File: config.mk
export PLATFORM = sky130hd
export DESIGN_NAME = dcc_crc
export DESIGN_NICKNAME = d
export VERILOG_FILES = /design/src/rtl/dcc_pkg.sv /design/src/rtl/dcc_crc.sv /design/src/rtl/dcc_step.sv
export SDC_FILE = /design/constraint.sdc
export NUM_CORES = 1
export LEC_CHECK = 0
export BUFFER_PORTS_ARGS = -buffer_cell sky130_fd_sc_hd__clkbuf_2
export CAP_MARGIN = 20
export CORE_AREA = 3 3 88 123
export DETAILED_ROUTE_END_ITERATION = 8
export DIE_AREA = 0 0 91 126
export MAX_ROUTING_LAYER = met4
export PLACE_DENSITY = 0.84
export SLEW_MARGIN = 25
export SYNTH_ARGS = -nofsm -noshare
export SYNTH_HDL_FRONTEND = slang
export SYNTH_SLANG_ARGS = --single-unit
File: constraint.sdc
create_clock -name ref_clk_in -period 7 [get_ports ref_clk_in]
set_input_delay 1.05 -clock ref_clk_in [delete_from_list [all_inputs] [get_ports ref_clk_in]]
set_output_delay 1.05 -clock ref_clk_in [all_outputs]
set_load 0.02 [all_outputs]
File: src/rtl/dcc_pkg.sv
package dcc_pkg;
   // ************************************************************
   // widths, seeds and generator masks
   // ************************************************************
   localparam int DCC_SHORT_W = 16;
   localparam int DCC_LONG_W = 32;
   localparam int DCC_BYTE_W = 8;
   localparam logic [15:0] DCC_SHORT_INIT = 16'hFFFF;
   localparam logic [31:0] DCC_LONG_INIT = 32'hFFFFFFFF;
   localparam logic [15:0] DCC_SHORT_POLY = 16'h1021;
   localparam logic [31:0] DCC_LONG_POLY = 32'h04C11DB7;
   localparam logic [31:0] DCC_XOR_OUT = 32'h00000000;
   localparam logic [2:0] DCC_LAST_BIT = 3'h7;
   localparam logic [2:0] DCC_FIRST_BIT = 3'h0;

   // code width selection made at field start
   typedef enum logic {
      DCC_SEL_SHORT,
      DCC_SEL_LONG
   } dcc_sel_t;

   // engine state
   typedef enum logic [1:0] {
      DCC_IDLE,
      DCC_SHIFT,
      DCC_DONE
   } dcc_state_t;
endpackage

File: src/rtl/dcc_crc.sv
// Summary of operation
// - headers carry 16-bit code, checked identically
// - single-register data uses 16-bit code
// - multi-register data uses 32-bit code
// - register seeded all ones before field
// - input bit xor register top bit
// - zero result: shift left only
// - one result: shift left, xor polynomial
// - short generator mask 0x1021
// - long generator mask 0x04C11DB7, same loop
// - codes give Hamming distance four
// - register after last bit is code
// - bytes fed msb first, unreflected
// - no final inversion applied
`timescale 1ns/1ps
`default_nettype none
module dcc_crc (
   input wire logic ref_clk_in,
   input wire logic rst_in,
   input wire logic start_in,
   input wire logic multi_reg_in,
   input wire logic header_in,
   input wire logic byte_valid_in,
   input wire logic [7:0] byte_in,
   input wire logic end_in,
   input wire logic check_in,
   input wire logic [31:0] rx_crc_in,
   output logic byte_ready_out,
   output logic [31:0] crc_out,
   output logic long_out,
   output logic done_out,
   output logic crc_err_out
);
   import dcc_pkg::*;

   // ************************************************************
   // state
   // ************************************************************
   dcc_state_t state_r, state_nxt;
   dcc_sel_t sel_r, sel_nxt;
   logic [31:0] crc_r, crc_nxt;
   logic [7:0] sh_r, sh_nxt;
   logic [2:0] cnt_r, cnt_nxt;
   logic last_r, last_nxt;
   logic check_r, check_nxt;
   logic [31:0] rx_r, rx_nxt;
   logic rdy_r, rdy_nxt;
   logic done_r, done_nxt;
   logic err_r, err_nxt;
   logic [31:0] out_r, out_nxt;
   logic [31:0] step_crc;
   logic [31:0] final_crc;

   dcc_step u_step (
      .crc_in(crc_r),
      .bit_in(sh_r[7]),
      .long_in(sel_r == DCC_SEL_LONG),
      .crc_out(step_crc)
   );

   // result masked to width; xor-out is zero so nothing inverts
   always_comb begin
      if (sel_r == DCC_SEL_LONG) begin
         final_crc = step_crc ^ DCC_XOR_OUT;
      end else begin
         final_crc = {16'h0000, step_crc[15:0] ^ DCC_XOR_OUT[15:0]};
      end
   end

   // ************************************************************
   // next-state: one bit per clock, byte taken when idle-ready
   // ************************************************************
   always_comb begin
      state_nxt = state_r;
      sel_nxt = sel_r;
      crc_nxt = crc_r;
      sh_nxt = sh_r;
      cnt_nxt = cnt_r;
      last_nxt = last_r;
      check_nxt = check_r;
      rx_nxt = rx_r;
      rdy_nxt = rdy_r;
      done_nxt = 1'b0;
      err_nxt = err_r;
      out_nxt = out_r;
      if (start_in) begin
         // header or single register: short; multi register: long
         if (!header_in && multi_reg_in) begin
            sel_nxt = DCC_SEL_LONG;
            crc_nxt = DCC_LONG_INIT;
         end else begin
            sel_nxt = DCC_SEL_SHORT;
            crc_nxt = {16'h0000, DCC_SHORT_INIT};
         end
         state_nxt = DCC_IDLE;
         rdy_nxt = 1'b1;
         err_nxt = 1'b0;
      end else begin
         case (state_r)
            DCC_IDLE: begin
               if (byte_valid_in && rdy_r) begin
                  sh_nxt = byte_in;
                  cnt_nxt = DCC_FIRST_BIT;
                  last_nxt = end_in;
                  check_nxt = check_in;
                  rx_nxt = rx_crc_in;
                  rdy_nxt = 1'b0;
                  state_nxt = DCC_SHIFT;
               end
            end
            DCC_SHIFT: begin
               crc_nxt = step_crc;
               sh_nxt = {sh_r[6:0], 1'b0};
               cnt_nxt = cnt_r + 3'h1;
               if (cnt_r == DCC_LAST_BIT) begin
                  if (last_r) begin
                     state_nxt = DCC_DONE;
                     out_nxt = final_crc;
                     done_nxt = 1'b1;
                     // compare only the active width
                     if (check_r) begin
                        err_nxt = (sel_r == DCC_SEL_LONG)
                           ? (final_crc != rx_r)
                           : (final_crc[15:0] != rx_r[15:0]);
                     end
                  end else begin
                     state_nxt = DCC_IDLE;
                     rdy_nxt = 1'b1;
                  end
               end
            end
            default: begin
               // wait for next start; bytes refused here
               rdy_nxt = 1'b0;
            end
         endcase
      end
   end

   // register only
   always_ff @(posedge ref_clk_in or posedge rst_in) begin
      if (rst_in) begin
         state_r <= DCC_DONE;
         sel_r <= DCC_SEL_SHORT;
         crc_r <= 32'h00000000;
         sh_r <= 8'h00;
         cnt_r <= 3'h0;
         last_r <= 1'b0;
         check_r <= 1'b0;
         rx_r <= 32'h00000000;
         rdy_r <= 1'b0;
         done_r <= 1'b0;
         err_r <= 1'b0;
         out_r <= 32'h00000000;
      end else begin
         state_r <= state_nxt;
         sel_r <= sel_nxt;
         crc_r <= crc_nxt;
         sh_r <= sh_nxt;
         cnt_r <= cnt_nxt;
         last_r <= last_nxt;
         check_r <= check_nxt;
         rx_r <= rx_nxt;
         rdy_r <= rdy_nxt;
         done_r <= done_nxt;
         err_r <= err_nxt;
         out_r <= out_nxt;
      end
   end

   assign byte_ready_out = rdy_r;
   assign crc_out = out_r;
   assign long_out = (sel_r == DCC_SEL_LONG);
   assign done_out = done_r;
   assign crc_err_out = err_r;
endmodule
`default_nettype wire

File: src/rtl/dcc_step.sv
`timescale 1ns/1ps
`default_nettype none
// ************************************************************
// one serial step of the check register
// ************************************************************
module dcc_step (
   input wire logic [31:0] crc_in,
   input wire logic bit_in,
   input wire logic long_in,
   output logic [31:0] crc_out
);
   import dcc_pkg::*;
   logic fb_short;
   logic fb_long;
   logic [15:0] sh_short;
   // feedback is data bit xor current top bit; short code lives in [15:0]
   always_comb begin
      fb_short = bit_in ^ crc_in[15];
      fb_long = bit_in ^ crc_in[31];
      sh_short = {crc_in[14:0], 1'b0};
      if (long_in) begin
         crc_out = fb_long ? ({crc_in[30:0], 1'b0} ^ DCC_LONG_POLY)
                           : {crc_in[30:0], 1'b0};
      end else begin
         crc_out = {16'h0000,
                    fb_short ? (sh_short ^ DCC_SHORT_POLY) : sh_short};
      end
   end
endmodule
`default_nettype wire

* Yosys cells after proc, flatten, opt, wreduce, memory -nomap -nowiden
Index checks and enable logic that the tools add are counted.
** Storage, ports and cells
- Register bits after elaboration :: 115
- Output and inout port bits :: 36
- Input bits :: 48
** Operators by class
- Reduce and logical (&&, ||, !) cells :: 16
- $add $sub $neg :: 1
- Bitwise gates (word level) :: 5
- Equality and inequality tests :: 8
- Multiplexer cells :: 32
** Operators by type and width (number)
- two-way mux 32 bit :: 5
- != test 32 bit :: 1
- two-way mux 27 bit :: 1
- != test 16 bit :: 1
- case mux 8 bit (2 select lines) :: 1
- two-way mux 1 bit :: 15
- NOT 14 bit :: 1
- two-way mux 13 bit :: 1
- AND reduction 3 bit :: 4
- nonzero test 2 bit :: 5
- != test 3 bit, second input constant :: 3
- two-way mux 2 bit :: 4
- two-way mux 8 bit :: 1
- AND reduction 4 bit :: 2
- case mux 3 bit (2 select lines) :: 1
- case mux 2 bit (2 select lines) :: 1
- adder 3 x 1 -> 3 bit, second input constant :: 1
- == test 3 bit, second input constant :: 1
- two-way mux 3 bit :: 1
- NOT 3 bit :: 1
- nonzero test 3 bit :: 1
- == test 2 x 1 -> 1 bit, second input constant :: 1
- logical AND 1 bit :: 2
- zero test 2 bit :: 1
- 5 further kinds :: 6

* Longest topological paths before layout
- Depth after elaboration :: 11
- Gate-level depth with buffers :: 8
- Depth with buffers taken out :: 7

* Hierarchy
Synthesis repeated with hierarchy kept, for this count alone.
** Unflattened totals
- Cells, all modules :: 501
- Area total of the unflattened synthesis :: 5456.5 um2
** Modules (own cells, without submodules)
- dcc_crc :: sequential area each 2879.0 um2, instances 1, area each 5121.2 um2, cells an instance 460
- dcc_step :: sequential area each 0.0 um2, instances 1, area each 335.3 um2, cells an instance 41

* Worst setup path before layout
Ideal clock, no wire load.
- Kind :: input port to flip-flop
- From :: input start_in
- To :: register check_r
- Library setup time :: 125 ps
- Path slack :: 4561 ps
- Arrival :: 2314 ps
- Cell stages on the path :: 5
- Cell sequence :: clkbuf_1 > nor2_1 > nand2_1 > clkbuf_1 > mux2_2
** Between the ends
- Cells in the longest elaborated chain, start to end :: 2
** Ends and longest elaborated chain
- from (decl) :: RTL line dcc_crc.sv:20 : input wire logic start_in,
- NOT 1 bit (no source line)
- AND reduction 3 bit (no source line)
- to (signal assigned) :: RTL line dcc_crc.sv:162 : check_r <= check_nxt;
- to (decl) :: RTL line dcc_crc.sv:45 : logic check_r, check_nxt;
Every way passes these cells.
A chain may end at the register's enable or synchronous reset.

* Worst setup path in the final report
- From :: register sel_r (netlist: long_out)
- To :: output long_out
** RTL lines
- from (decl) :: RTL line dcc_crc.sv:40 : dcc_sel_t sel_r, sel_nxt;
- from (signal assigned) :: RTL line dcc_crc.sv:157 : sel_r <= sel_nxt;
- to (decl) :: RTL line dcc_crc.sv:30 : output logic long_out,
No word-level cell between the ends.

==> reports/qor.csv <==
stage;metric;value;unit
clocking;cts_buffer_depth;2;
sta;fmaxAchievable;0.380;GHz
logic_synthesis;muxShareOfSynthArea;0.0947;
cells_and_area;area_growth;21.1;%
clocking;clk_pin_slew;0.05;ns
clocking;postCtsSetupRepairBufs;0;
sta;finalCritPeriodShare;0.376;
run;drv_cap;0;
detailed_routing;vias_per_cell;5.48;
die;initial_core_util;0.542;
detailed_routing;dr.pass1.iters;4;
sta;setup_violations;0;
placed_design;io_buffers;83;
cells_and_area;drive_gt1_frac;0.273;
worst_setup_path;cp.arrival;1.58;ns
sta;tightest_slew;0.874;ns
global_routing;gr-total-overflow;0;
logic_synthesis;ys.flop_type;dfrtp_1;
worst_setup_path;crit_fanout;28;
logic_synthesis;syn_area_per_cell;10.4;um^2
die;die_x;91;um
detailed_routing;drc;0;
logic_synthesis;synth-compound-area-share;0.127;
sta;slew_viol_final;0;
die;coreArea;9900;um^2
global_routing;grt_pass1_wl;20000;um
sta;fin_tns_setup;0;ns
detailed_routing;wl;12000;um
detailed_routing;avgRoutedWirePerCell;16.2;um
cells_and_area;diodes;0;
detailed_routing;drt-initial-drc-count;244;
pwr;vdd_drop_max;0.212;mV
sta;hold_viol_final;0;
die;die_y;126;um
logic_synthesis;synth_top_family_by_area;simple AND/OR/NAND/NOR gates;
placed_design;place_congestion;0.844;
clocking;clockRootBuffer;clkbuf_16;
worst_setup_path;path_cells;buf_4 -> clkbuf_2;
clocking;htree_levels;4;
global_routing;grt_pass1_vias;4185;
cells_and_area;fin_util;0.656;
logic_synthesis;yosysWarningCount;0;
placed_design;hpwl;8200;um
logic_synthesis;ys_seq_area_frac;0.537;
sta;fin_crit;2.63;ns
min_path;min_path_type;reg2reg;
logic_synthesis;synth_xor_area_frac;0.0600;
clocking;ctsResizeCount;0;
worst_setup_path;critPathKind;reg2out;
die;ios;84;
logic_synthesis;netlist_instances;514;
status;status;complete, no violations;
logic_synthesis;synth-edff-count;0;
clocking;hold_buffers;0;
sta;final.setup_skew;0.00664;ns
pwr;power.density;312;nW/um^2
sta;slew_headroom;0.416;
logic_synthesis;async_flop_share;1.00;
logic_synthesis;synth_cell_types;56;
worst_setup_path;cpPeakStageDelay;0.60;ns
worst_setup_path;worstPathRequired;5.95;ns
worst_setup_path;crit_path_top_delay_cell;dfrtp_1;
logic_synthesis;synthAdderAreaFrac;0.00467;
worst_setup_path;start_kind;flip-flop;
global_routing;grt_max_degree;77;
detailed_routing;ant_nets;0;
logic_synthesis;synth_area;5360;um^2
pwr;power_leakage;2.92;nW
die;die_area;11500;um^2
global_routing;antenna_found_initial;0;
logic_synthesis;synth.ff_latch_count;115;
clocking;cts_tree;done;
worst_setup_path;cp-end-kind;output pin;
clocking;numCtsBuffers;17;
logic_synthesis;synthesis.nets;564;
logic_synthesis;synth-simple-area-share;0.146;
clocking;clkSinkCount;115;
sta;rsz0062_at_grt;no;
clocking;clock_latency;0.41;ns
global_routing;grt_usage;0.226;
die;num_rows;43;
cells_and_area;fin_nets;645;
detailed_routing;vias;4073;
worst_setup_path;r2r_slack;4.69;ns
==> synth_stat cells (2+ instances only) <==
| cell | count | area share |
|---|---|---|
| nand2b_1 | 5 | 0.0058 |
| nand4_1 | 4 | 0.0047 |
| clkbuf_1 | 20 | 0.014 |
| and2_1 | 3 | 0.0035 |
| o21ai_0 | 42 | 0.039 |
| nand3_1 | 2 | 0.0019 |
| ha_1 | 2 | 0.0047 |
| or2_2 | 2 | 0.0023 |
| nor2_1 | 25 | 0.018 |
| a31o_1 | 3 | 0.0049 |
| xnor2_1 | 19 | 0.031 |
| buf_2 | 3 | 0.0028 |
| nor2b_1 | 3 | 0.0035 |
| a21oi_1 | 18 | 0.017 |
| xor2_1 | 14 | 0.023 |
| a31oi_1 | 4 | 0.0047 |
| a2111oi_0 | 2 | 0.0033 |
| a221o_1 | 2 | 0.0037 |
| a22oi_1 | 5 | 0.0070 |
| o21a_1 | 4 | 0.0056 |
| inv_1 | 9 | 0.0063 |
| o22a_1 | 13 | 0.021 |
| nor4bb_1 | 6 | 0.011 |
| mux2_2 | 34 | 0.071 |
| mux2i_1 | 11 | 0.021 |
| dfrtp_1 | 114 | 0.53 |
| or3_1 | 2 | 0.0023 |
| nand2_1 | 112 | 0.078 |
| nand3b_1 | 4 | 0.0056 |
==> stage by stage <==
stage	total power [mW]	hold slack, ns	setup WS, ns	instances	instance area, um^2
final	2.02	0.478	4.37	743	6490
after global routing	2.11	0.498	4.25	743	6490
after detailed placement	1.16	0.462	4.20	710	5860
after global placement	1.13	0.461	4.22	710	5860
after CTS	2.03	0.484	4.35	742	6460
after floorplan	1.07	0.450	2.91	514	5360
==> power by group <==
part	leakage [nW]	internal [mW]	switching (mW)	total, mW
logic	1.23	0.154	0.150	0.304
clock network	0.281	0.567	0.302	0.869
registers	1.40	0.750	0.0996	0.850
total	2.92	1.47	0.552	2.02
==> routing by layer <==
layer | GRT usage | wire (um)
met2 | 0.369 | 6360
met5 | - | 0
met4 | 0.114 | 380
met3 | 0.0579 | 554
met1 | 0.256 | 4740
==> registers in the layout, summed over array words and instances (netlist names) <==
signal          cells
crc_out            32
long_out            1
cnt_r               3
check_r             1
byte_ready_out      1
crc_err_out         1
state_r             2
last_r              1
done_out            1
rx_r               32
crc_r              32
sh_r                8
==> logic make-up (layout without fill, tap and decap cells) <==
| family | after synthesis | after routing |
|---|---|---|
| DFF | 115 | 115 |
| buffers and inverters | 37 | 131 |
| xor gates and xnor gates | 35 | 35 |
| and+or+nand+nor | 175 | 175 |
| muxes | 46 | 46 |
| AOI/OAI and AO/OA | 104 | 104 |
| adders and majority gates | 2 | 2 |
==> cells in the final DEF (no fill, tap or decap), types with 2 or more instances in the layout <==
cell type | Yosys | routed
clkinvlp_4 | 0 | 5
nand3b_1 | 4 | 4
a2111oi_0 | 2 | 2
clkinv_2 | 0 | 3
mux2i_1 | 11 | 11
a221o_1 | 2 | 2
o22a_1 | 13 | 13
nor4bb_1 | 6 | 6
o21a_1 | 4 | 4
bufinv_16 | 0 | 3
o21ai_0 | 42 | 42
clkbuf_2 | 0 | 83
or3_1 | 2 | 2
mux2_2 | 34 | 34
nor2b_1 | 3 | 3
xnor2_1 | 19 | 19
nand4_1 | 4 | 4
buf_4 | 1 | 5
nand2b_1 | 5 | 5
clkinv_4 | 0 | 2
a21oi_1 | 18 | 18
a22oi_1 | 5 | 5
or2_2 | 2 | 2
a31oi_1 | 4 | 4
nand3_1 | 2 | 2
and2_1 | 3 | 3
a31o_1 | 3 | 3
nor2_1 | 25 | 25
dfrtp_1 | 114 | 114
clkbuf_16 | 0 | 17
xor2_1 | 14 | 14
ha_1 | 2 | 2
nand2_1 | 112 | 112
inv_1 | 9 | 8
==> critical path, delay by kind of cell, from the launching register on <==
family	cells	cell delay, ns
flip-flops	1	0.60
buffers and inverters	2	0.58
==> cell type report <==
type                            count  area, um^2
Inverter                           10        40.0
Sequential cell                   115        2880
Multi-Input combinational cell    362        2320
Tap cell                          135         169
Fill cell                         802        3410
Clock buffer                       19         443
Clock inverter                     13         160
Timing Repair Buffer               89         480
==> worst paths after layout <==
check	startpoint	endpoint	cells past startpoint
setup reg to reg	long_out$_DFFE_PP0P_	crc_err_out$_DFFE_PP0P_	6
hold / removal	crc_out[30]$_DFFE_PP0P_	crc_out[30]$_DFFE_PP0P_	2
setup / recovery	long_out$_DFFE_PP0P_	long_out	2
max in group asynchronous	rst_in	crc_r[19]$_DFFE_PP0N_	4
min in group asynchronous	rst_in	last_r$_DFFE_PP0P_	2
hold reg to reg	crc_out[30]$_DFFE_PP0P_	crc_out[30]$_DFFE_PP0P_	2
(Power assumes the default switching activity.)
